<file path="src/logic/bhx_pkg.sv">
// Package of constants and carrier types for the byte-to-halfword expand unit
package bhx_pkg;

   // ****************************************
   // Instruction fields
   // ****************************************
   localparam int OPC_HI = 31;
   localparam int OPC_LO = 26;
   localparam int ZERO_HI = 25;
   localparam int ZERO_LO = 21;
   localparam int SRC_HI = 20;
   localparam int SRC_LO = 16;
   localparam int DST_HI = 15;
   localparam int DST_LO = 11;
   localparam int SUB_HI = 10;
   localparam int SUB_LO = 6;
   localparam int FN_HI = 5;
   localparam int FN_LO = 0;

   localparam logic [5:0] SPECIAL_THREE_OPCODE = 6'h1F;
   localparam logic [4:0] ZERO_FIELD = 5'h00;
   localparam logic [5:0] EXPAND_GROUP_FUNCTION_CODE = 6'h12;

   // ****************************************
   // Sub-operation selector codes
   // ****************************************
   typedef enum logic [4:0] {
      FRAC_EXPAND_RIGHT_PAIR = 5'b00101,
      FRAC_EXPAND_RIGHT_ALTERNATE = 5'b00111,
      UNSIGNED_EXPAND_LEFT_PAIR = 5'b11100,
      UNSIGNED_EXPAND_LEFT_ALTERNATE = 5'b11110,
      UNSIGNED_EXPAND_RIGHT_PAIR = 5'b11101
   } bhx_subop_t;

   // Byte lane positions within the source low word
   localparam int BYTE0_LO = 0;
   localparam int BYTE1_LO = 8;
   localparam int BYTE2_LO = 16;
   localparam int BYTE3_LO = 24;
   localparam int FRAC_PAD = 7;
   localparam logic [63:0] RESULT_RESET = 64'h0000_0000_0000_0000;
   localparam logic [4:0] REG_RESET = 5'h00;

   // ****************************************
   // Carriers
   // ****************************************
   typedef struct packed {
      logic valid;
      logic [31:0] instr;
      logic [63:0] src_data;
      logic ext_present;
      logic ext_enabled;
   } bhx_req_t;

   typedef struct packed {
      logic wb_en;
      logic [4:0] wb_reg;
      logic [63:0] wb_data;
      logic exc_reserved;
      logic exc_disabled;
   } bhx_rsp_t;

endpackage : bhx_pkg

</file>
<file path="src/logic/bhx_expand_unit.sv">
// Execute-stage datapath for the byte-to-halfword expand instruction group
//
// Operation
// - Match opcode, zero field and function code
// - Selector 00101/00111 choose fractional expands
// - Selector 11100/11110/11101 choose unsigned expands
// - Source register in, destination register out
// - Fractional: zero, byte, seven zeros
// - Fractional right pair: bytes 1, 0
// - Fractional right alternate: bytes 2, 0
// - Unsigned: eight zeros above the byte
// - Unsigned left pair: bytes 3, 2
// - Unsigned left alternate: bytes 3, 1
// - Unsigned right pair: bytes 1, 0
// - Pack halfwords, sign-extend bit 31
// - No operand-dependent exceptions ever
// - Reserved or disabled exception instead of executing
`timescale 1ns/1ps
module bhx_expand_unit (
   input wire logic clk_i, // 200 MHz core clock
   input wire logic reset_n_i, // Synchronous reset, active low
   input wire bhx_pkg::bhx_req_t req_i, // Issued instruction and operand
   output logic [4:0] src_reg_o, // Register file read index
   output bhx_pkg::bhx_rsp_t rsp_o // Registered write-back and exceptions
);

   // ****************************************
   // Decode
   // ****************************************
   logic [4:0] sub_sel;
   logic group_hit;
   logic sel_known;
   logic frac_mode;
   logic [7:0] upper_byte;
   logic [7:0] lower_byte;
   logic [15:0] upper_half;
   logic [15:0] lower_half;
   logic [31:0] packed_word;
   logic [4:0] next_src_reg;
   bhx_pkg::bhx_rsp_t next_rsp;
   bhx_pkg::bhx_rsp_t rsp;
   logic [4:0] src_reg;

   assign sub_sel = req_i.instr[bhx_pkg::SUB_HI:bhx_pkg::SUB_LO];

   always_comb begin
      group_hit = (req_i.instr[bhx_pkg::OPC_HI:bhx_pkg::OPC_LO] == bhx_pkg::SPECIAL_THREE_OPCODE)
         && (req_i.instr[bhx_pkg::ZERO_HI:bhx_pkg::ZERO_LO] == bhx_pkg::ZERO_FIELD)
         && (req_i.instr[bhx_pkg::FN_HI:bhx_pkg::FN_LO] == bhx_pkg::EXPAND_GROUP_FUNCTION_CODE);
      sel_known = 1'b1;
      frac_mode = 1'b0;
      upper_byte = 8'h00;
      lower_byte = 8'h00;
      // Only the low word of the source is read; upper bits are ignored
      unique case (sub_sel)
         bhx_pkg::FRAC_EXPAND_RIGHT_PAIR: begin
            frac_mode = 1'b1;
            upper_byte = req_i.src_data[bhx_pkg::BYTE1_LO +: 8];
            lower_byte = req_i.src_data[bhx_pkg::BYTE0_LO +: 8];
         end
         bhx_pkg::FRAC_EXPAND_RIGHT_ALTERNATE: begin
            frac_mode = 1'b1;
            upper_byte = req_i.src_data[bhx_pkg::BYTE2_LO +: 8];
            lower_byte = req_i.src_data[bhx_pkg::BYTE0_LO +: 8];
         end
         bhx_pkg::UNSIGNED_EXPAND_LEFT_PAIR: begin
            upper_byte = req_i.src_data[bhx_pkg::BYTE3_LO +: 8];
            lower_byte = req_i.src_data[bhx_pkg::BYTE2_LO +: 8];
         end
         bhx_pkg::UNSIGNED_EXPAND_LEFT_ALTERNATE: begin
            upper_byte = req_i.src_data[bhx_pkg::BYTE3_LO +: 8];
            lower_byte = req_i.src_data[bhx_pkg::BYTE1_LO +: 8];
         end
         bhx_pkg::UNSIGNED_EXPAND_RIGHT_PAIR: begin
            upper_byte = req_i.src_data[bhx_pkg::BYTE1_LO +: 8];
            lower_byte = req_i.src_data[bhx_pkg::BYTE0_LO +: 8];
         end
         default: begin
            // Other selectors belong to neighbouring instructions
            sel_known = 1'b0;
         end
      endcase
   end

   // ****************************************
   // Widening lanes
   // ****************************************
   bhx_widen u_widen_upper (
      .byte_i(upper_byte),
      .frac_i(frac_mode),
      .half_o(upper_half)
   );

   bhx_widen u_widen_lower (
      .byte_i(lower_byte),
      .frac_i(frac_mode),
      .half_o(lower_half)
   );

   assign packed_word = {upper_half, lower_half};

   // ****************************************
   // Write-back and exceptions
   // ****************************************
   always_comb begin
      next_src_reg = req_i.instr[bhx_pkg::SRC_HI:bhx_pkg::SRC_LO];
      next_rsp = '0;
      next_rsp.wb_reg = req_i.instr[bhx_pkg::DST_HI:bhx_pkg::DST_LO];
      next_rsp.wb_data = {{32{packed_word[31]}}, packed_word};
      if (req_i.valid && group_hit && sel_known) begin
         // Exceptions depend on extension state only, never on data
         if (!req_i.ext_present) begin
            next_rsp.exc_reserved = 1'b1;
         end else if (!req_i.ext_enabled) begin
            next_rsp.exc_disabled = 1'b1;
         end else begin
            next_rsp.wb_en = 1'b1;
         end
      end
   end

   // Result registered once so the write-back port sees a flop
   always_ff @(posedge clk_i) begin
      if (!reset_n_i) begin
         rsp <= '{wb_en: 1'b0, wb_reg: bhx_pkg::REG_RESET, wb_data: bhx_pkg::RESULT_RESET,
                  exc_reserved: 1'b0, exc_disabled: 1'b0};
         src_reg <= bhx_pkg::REG_RESET;
      end else begin
         rsp <= next_rsp;
         src_reg <= next_src_reg;
      end
   end

   assign rsp_o = rsp;
   assign src_reg_o = src_reg;

endmodule : bhx_expand_unit

</file>
<file path="src/logic/bhx_widen.sv">
// Widens one source byte to a halfword, fractional or unsigned form
`timescale 1ns/1ps
module bhx_widen (
   input wire logic [7:0] byte_i, // Source byte
   input wire logic frac_i, // High: Q15 form, low: unsigned form
   output logic [15:0] half_o // Widened halfword
);

   always_comb begin
      if (frac_i) begin
         half_o = {1'b0, byte_i, {bhx_pkg::FRAC_PAD{1'b0}}};
      end else begin
         half_o = {8'h00, byte_i};
      end
   end

endmodule : bhx_widen

</file>
<file path="config.mk">
export PLATFORM = sky130hd
export DESIGN_NAME = bhx_expand_unit
export DESIGN_NICKNAME = d
export VERILOG_FILES = /design/src/logic/bhx_pkg.sv /design/src/logic/bhx_expand_unit.sv /design/src/logic/bhx_widen.sv
export SDC_FILE = /design/constraint.sdc
export NUM_CORES = 1
export LEC_CHECK = 0
export BUFFER_PORTS_ARGS = -buffer_cell sky130_fd_sc_hd__buf_2
export CORE_MARGIN = 1.5
export CORE_UTILIZATION = 25
export CTS_BUF_LIST = sky130_fd_sc_hd__clkbuf_2
export CTS_CLUSTER_DIAMETER = 200
export DETAILED_ROUTE_END_ITERATION = 7
export GPL_TIMING_DRIVEN = 0
export PLACE_DENSITY = 0.58
export SLEW_MARGIN = 0
export SYNTH_ARGS = -nofsm -noshare
export SYNTH_HDL_FRONTEND = slang
export SYNTH_SLANG_ARGS = --single-unit
</file>
<file path="constraint.sdc">
create_clock -name clk_i -period 1.6 [get_ports clk_i]
set_clock_uncertainty 0.1 [all_clocks]
set_input_delay 0.24 -clock clk_i [delete_from_list [all_inputs] [get_ports clk_i]]
set_output_delay 0.24 -clock clk_i [all_outputs]
set_load 0.05 [all_outputs]
</file>
# Yosys cells after proc, flatten, opt, wreduce, memory -nomap -nowiden

Cells that the tools add are included.
W data, S select, Z words.

Logic and storage cells: 39
Bits in registers: 44
Output and inout port bits: 77

Bitwise gates (word level): 1
Mux-type cells: 9
Eq/ne operators: 7
Reductions and logical operators: 14

Operators by type and width:

| kind                 | number |
|---|---|
| $pmux W8 S3          | 2 |
| $mux W8              | 2 |
| $eq A5 B5 Y1 const B | 3 |
| $eq A6 B5 Y1 const B | 2 |
| $eq A5 B3 Y1 const B | 2 |
| $reduce_or A2 Y1     | 4 |
| $logic_not A5 Y1     | 1 |
| $mux W1              | 5 |
| $reduce_or A5 Y1     | 1 |
| $logic_and A1 B1 Y1  | 4 |
| $reduce_and A2 Y1    | 2 |
| $reduce_and A3 Y1    | 1 |
| $reduce_or A3 Y1     | 1 |
| $not A1 Y1           | 1 |

# Logic depth before layout (Yosys ltp)

Gate-level depths: netlist (run 1).

Depth after elaboration: 6
Depth in mapped cells: 5
Depth with buffers taken out: 4

# Cells and area by module

A second synthesis (run 1) with hierarchy kept.

Cell total of the unflattened synthesis: 221
Area total of the unflattened synthesis: 2,198.4 um^2

By module, submodules not included:

| module          | instances | cells each | sequential area each (um^2) | area an instance (um^2) |
|---|---|---|---|---|
| bhx_expand_unit | 1         | 185        | 900.9                       | 1,935.6 |
| bhx_widen       | 2         | 18         | 0.0                         | 131.4 |

# Least setup slack after synthesis (run 1)

No wires, ideal clock.

Path kind: input to register
From: input req_i[76] in the netlist's numbering
To: register rsp, in the netlist rsp_o[18]
Buffers on the path: 1
Library setup time: 128 ps
Stages on the path: 4
Arrival: 1,098 ps
Slack: 274 ps
Cell sequence: or2_4 o2111ai_2 buf_2 nor2_1

Longest elaborated chain between the ends: 4

Ends and longest elaborated chain:

| what                              | line                   | text |
|---|---|---|
| start, declared                   | bhx_expand_unit.sv:22  | `input wire bhx_pkg::bhx_req_t req_i,` |
| $eq A5 B3 Y1                      | bhx_expand_unit.sv:55  | `unique case (sub_sel)` |
| $reduce_or A2 Y1 (no source line) | --                     |  |
| $mux W1                           | bhx_expand_unit.sv:55  |  |
| $reduce_or A2 Y1 (no source line) | --                     |  |
| end signal, assigned              | bhx_expand_unit.sv:125 | `rsp <= '{wb_en: 1'b0, wb_reg: bhx_pkg::REG_RESET, wb_data: bhx_pkg::RESULT_RESET,` |
| end signal, assigned              | bhx_expand_unit.sv:129 | `rsp <= next_rsp;` |
| end, declared                     | bhx_expand_unit.sv:41  | `bhx_pkg::bhx_rsp_t rsp;` |

Several ways; a longest one is shown, not always the timed one.
A chain may end at the register's enable or synchronous reset.

# Final worst setup path (run 1)

From: input req_i[76] in the netlist's numbering
To: register rsp, in the netlist rsp_o[25]

Longest elaborated chain between the ends: 4

Ends and longest elaborated chain:

| what                                         | line                  | text |
|---|---|---|
| $eq A5 B5 Y1 or $eq A5 B3 Y1 (tied branches) | bhx_expand_unit.sv:55 |  |
| $reduce_or A2 Y1 (no source line)            | --                    |  |
| $pmux W8 S3 or $mux W1 (tied branches)       | bhx_expand_unit.sv:55 |  |
| $mux W8 (*)                                  | bhx_widen.sv:10       | `if (frac_i) begin` |

Mark *: on every way between the ends. The rest lies on a longest branch, timed or not.

==> flow_summary.toml, run 1 <==
[routing]
drc = 0
vias = 1810
drtIter0Drc = 82
via_per_inst = 4.01
drt_first_pass_iters = 5
drtAntennaViolNets = 0
post_drt_wl_per_cell_um = 11.5
routed_wl_um = 5180

[hold_path]
hold_path.class = "in -> reg"
hold_start = "req_i[12]"

[setup_path]
slowest_delay_ns = 0.58
crit_slowest_cell = "nor3b_2"
cpLargestDelayFamily = "simple AND/OR/NAND/NOR gates"
cp_max_fo = 8
crit_type = "in -> reg"
cp.arrival_ns = 1.58
end_kind = "flop"
worst-path-buf-inv = 1
critPathLaunch = "req_i[76]"
crit_chain = "buf_2 -> nand2_1 -> nor3b_2 -> a222oi_1 -> o22ai_1"
required_ns = 1.81
startpoint_type = "input port"

[place]
place_inst = 421
place_area_um2 = 2580
dp_hpwl_um = 4090
place.gp.congestion = 0.760
port_buffers = 111

[global_routing]
grt_overflow = 0
grt_pass1_wl_um = 7640
grt_pass1_vias = 1713
antenna_found_initial = 0
grt_start_max_net_pins = 14
grt_use_total = 0.132

[cells_and_area]
area_growth_pct = 59.6
final_nets = 455
final_cell_area_um2 = 2840
drive_gt1_frac = 0.462
antennaDiodeCount = 0
final_cells = 451
fin_util = 0.416

[sta]
worst_pin_slew_ns = 0.630
hold_viol_final = 0
fmax_ghz = 0.730
slew_viol_final = 0
layout_min_cycle_time_ns = 1.37
period_share = 0.857
hold_slack_ns = 0.0313
finalSetupViolations = 0
slew_headroom = 0.578
rsz0062_at_grt = "no"

[power]
p_int_w = 0.00141
p_leak_nw = 1.47
p_sw_frac = 0.327
pwr-share-clk = 0.209
ir_drop_mv = 0.305
power_per_cell_area_nw_per_um2 = 734
netSwitchingPower_w = 0.000684
seqPwrFrac = 0.523
p_total_w = 0.00209
comb_power_share = 0.268

[status]
status = "complete, no violations"

[cts]
cts_sinks = 43
clkSlewWorstSetupHoldPaths_ns = 0.20
clk_path_buf_depth = 2
cts_setup_buffers = 0
root_buffer = "clkbuf_2"
h-tree-depth = 2
cts_tree = "built"
numCtsBuffers = 5

[synthesis]
async_flop_share = 0
yosys.area.top_type = "dfxtp_1"
synth_commonest_cells = "43 x dfxtp_1, 38 x nor2_1, 35 x buf_4, 11 x and2_1"
synth.most_common_cell = "dfxtp_1"
ys.flop_type = "dfxtp_1"
syn_area_um2 = 1780
synth_edf_count = 0
synth_top_area_frac = 0.483
avgSynthCellArea_um2 = 9.84
ys_warn_count = 0
ys_ff_latch = 43
yosysUniqueCellTypes = 31
synth.area.top_cells = "dfxtp_1 48%, buf_4 15%, nor2_1 8.0%"
yosysSeqAreaShare = 0.483
syn_inst = 181

[floorplan]
start_util = 0.261
die_w_um = 87.4
ioPinCount = 178
rows = 30
die_height_um = 87.4
core_area_um2 = 6830
die_area_um2 = 7640

[flow_run]
max_cap_viol_count = 0
==> cell families (layout without fill, tap and decap cells) <==
group,Yosys count,count (layout),share of synthesized area
buf+inv,39,180,0.157
compound gates,22,22,0.107
mux,8,8,0.0449
simple gates,68,68,0.206
other cells,1,34,0.00210
flops,43,43,0.483
==> metal layers <==
layer,GRT usage,vias to the layer above,part of all wire
met1,0.139,789,0.37
met5,0,-,0
met4,0.0433,0,0.012
li1,-,898,-
met3,0.0360,6,0.11
met2,0.249,117,0.50
==> worst paths after layout <==
check / depth (start not counted) / slack (ns) / to
setup / recovery: 5 / 0.23 / rsp_o[25]
hold / removal: 3 / 0.03 / rsp_o[20]
==> state kept, by name (all words and copies together) (netlist names) <==
register   cells
src_reg_o      5
rsp_o         38
==> final cells by class <==
class                      count  area [µm²]
multi-input combinational    132         766
sequential                    43         861
tap                           96         120
clock inverter                 2        12.5
timing repair buffer         133         776
buffer                        38         275
fill                         698        3990
inverter                       1        3.75
clock buffer                   6        30.0
==> stage by stage <==
stage	setup WS, ns	setup TNS (ns)
global route	0.151	0
floorplan	0.274	0
detailed placement	-0.144	-1.56
global placement	-0.109	-1.27
finish	0.230	0
CTS	0.230	0
==> what timing repair did <==
item	4_1_cts	5_1_grt
endpoints found under the hold margin	26	1
hold buffers	21	1
resized for setup	0	0
==> power groups by stage <==
| stage | Combinational (W) | Clock [W] | Sequential, W |
|---|---|---|---|
| finish | 0.000559 | 0.000437 | 0.00109 |
| global route | 0.000595 | 0.000519 | 0.00110 |
| CTS | 0.000556 | 0.000465 | 0.00109 |
| detailed placement | 0.000515 | 0 | 0.00111 |
| global placement | 0.000513 | 0 | 0.00111 |
| floorplan | 0.000322 | 0 | 0.00117 |
==> placed cells by master, fill, tap and decap left out, types with 2 or more instances in the layout <==
cell type,synthesis,final
clkbuf_2,0,6
and2_1,11,11
nor4b_1,2,2
a222oi_1,8,8
mux2i_1,8,8
nand2_1,2,2
buf_2,1,112
clkbuf_1,2,2
a21oi_1,8,8
nor2b_1,2,2
buf_4,35,35
conb_1,1,34
o22ai_1,2,2
dlygate4sd3_1,0,22
dfxtp_1,43,43
nand4_1,2,2
nor2_1,38,38
(Power assumes the default switching activity.)
==> inputs of run 2 (changes only) <==
==> constraint.sdc (replaced) <==
create_clock -name clk_i -period 1.7 [get_ports clk_i]
set_clock_uncertainty 0.1 [all_clocks]
set_input_delay 0.255 -clock clk_i [delete_from_list [all_inputs] [get_ports clk_i]]
set_output_delay 0.255 -clock clk_i [all_outputs]
set_load 0.05 [all_outputs]
==> run 2 against run 1 <==
Effect of this change: sequential cell count is the same; global-route usage shrank 0.12 points; setup slack gained 0.11 ns; hold slack is essentially flat; die area is the same; first-iteration DRC count shrank 6.1%; critical path type unchanged; largest cell class unchanged.
==> flow_summary.toml, run 2 (synthesis results as in run 1) <==
[place]
place_inst = 421
port_buffers = 111
place_area_um2 = 2580
place.gp.congestion = 0.760
dp_hpwl_um = 4090

[cts]
numCtsBuffers = 5
cts_setup_buffers = 0
root_buffer = "clkbuf_2"
clk_path_buf_depth = 2
clkSlewWorstSetupHoldPaths_ns = 0.20
h-tree-depth = 2
cts_tree = "built"
cts_sinks = 43

[cells_and_area]
fin_util = 0.410
final_common_cell = "buf_2"
antennaDiodeCount = 0
area_growth_pct = 57.4
seq_area_um2 = 861
drive_gt1_frac = 0.467
fillers = 701
multi_input_area_um2 = 766
largest_reg_flops = 38
final_cell_mix = "112 x buf_2, 43 x dfxtp_1, 38 x nor2_1, 35 x buf_4, 34 x conb_1"
final_cells = 447
final_nets = 451
final_cell_area_um2 = 2800

[setup_path]
end_kind = "flop"
required_ns = 1.91
crit_chain = "buf_2 -> nand2_1 -> nor3b_2 -> a222oi_1 -> o22ai_1"
crit_type = "in -> reg"
cp_max_fo = 8
cp.arrival_ns = 1.57
slowest_delay_ns = 0.57
startpoint_type = "input port"
crit_slowest_cell = "nor3b_2"

[floorplan]
die_height_um = 87.4
core_area_um2 = 6830
rows = 30
die_w_um = 87.4
ioPinCount = 178
die_area_um2 = 7640
start_util = 0.261

[routing]
post_drt_wl_per_cell_um = 11.5
routed_wl_um = 5130
drtAntennaViolNets = 0
drtIter0Drc = 77
drt_first_pass_iters = 5
via_per_inst = 4.01
drc = 0
vias = 1794

[sta]
worst_pin_slew_ns = 0.610
slew_headroom = 0.592
fmax_ghz = 0.735
slew_viol_final = 0
layout_min_cycle_time_ns = 1.36
finalSetupViolations = 0
rsz0062_at_grt = "no"
period_share = 0.800
hold_viol_final = 0
tns_ns = 0

[global_routing]
antenna_found_initial = 0
grt_use_total = 0.131
grt_pass1_wl_um = 7580
grt_start_max_net_pins = 14
grt_pass1_vias = 1696
grt_overflow = 0

[power]
power_per_cell_area_nw_per_um2 = 698
p_leak_nw = 1.45
ir_drop_mv = 0.288
p_total_w = 0.00196

[hold_path]
hold_path.class = "in -> reg"

[flow_run]
max_cap_viol_count = 0

[status]
status = "complete, no violations"
==> run 2: cell count changes in the layout (fill, tap and decap cells not counted) <==
cell,change
dlygate4sd3_1,-4
==> run 2: final cells by class <==
| type | count | area share |
|---|---|---|
| Buffer | 38 | 0.0982 |
| Clock buffer | 6 | 0.0107 |
| Clock inverter | 2 | 0.00446 |
| Inverter | 1 | 0.00134 |
| Multi-Input combinational cell | 132 | 0.273 |
| Sequential cell | 43 | 0.307 |
| Tap cell | 96 | 0.0428 |
| Timing Repair Buffer | 129 | 0.262 |
==> run 2: worst max-delay path: cells and delay by family <==
kind	cells	cell delay (ns)
buf+inv	1	0.13
simple gates	2	0.72
compound gates	2	0.46
==> run 2: where the power goes <==
part	internal, W	switching [W]	leakage (nW)	total, W
Combinational	0.000186	0.000332	1.07	0.000519
Sequential	0.00103	0.00000329	0.349	0.00103
Clock	0.000105	0.000306	0.0290	0.000411
Total	0.00132	0.000642	1.45	0.00196
==> run 2: metal layers <==
metal  GRT usage  part of all wire
met2       0.246              0.50
met3      0.0379              0.10
met1       0.137              0.39
met5           0                 0
met4      0.0433             0.012
==> run 2: worst paths after layout <==
kind / start / end / slack, ns / cells after the start
max: req_i[76] / rsp_o[25] / 0.34 / 5
min: req_i[5] / rsp_o[5] / 0.03 / 3
==> run 2: timing repair <==
| item | CTS | global route |
|---|---|---|
| endpoints found under the hold margin | 23 | 0 |
| gates resized for setup | 0 | 0 |
| hold buffers | 18 | 0 |
==> run 2: per-stage QoR <==
step	hold WS, ns	worst slack [ns]
3_5_place_dp	0.348	-0.0586
3_3_place_gp	0.341	-0.0239
6_report	0.0310	0.340
2_1_floorplan	0.227	0.359
4_1_cts	0.0115	0.315
5_1_grt	0.00940	0.236
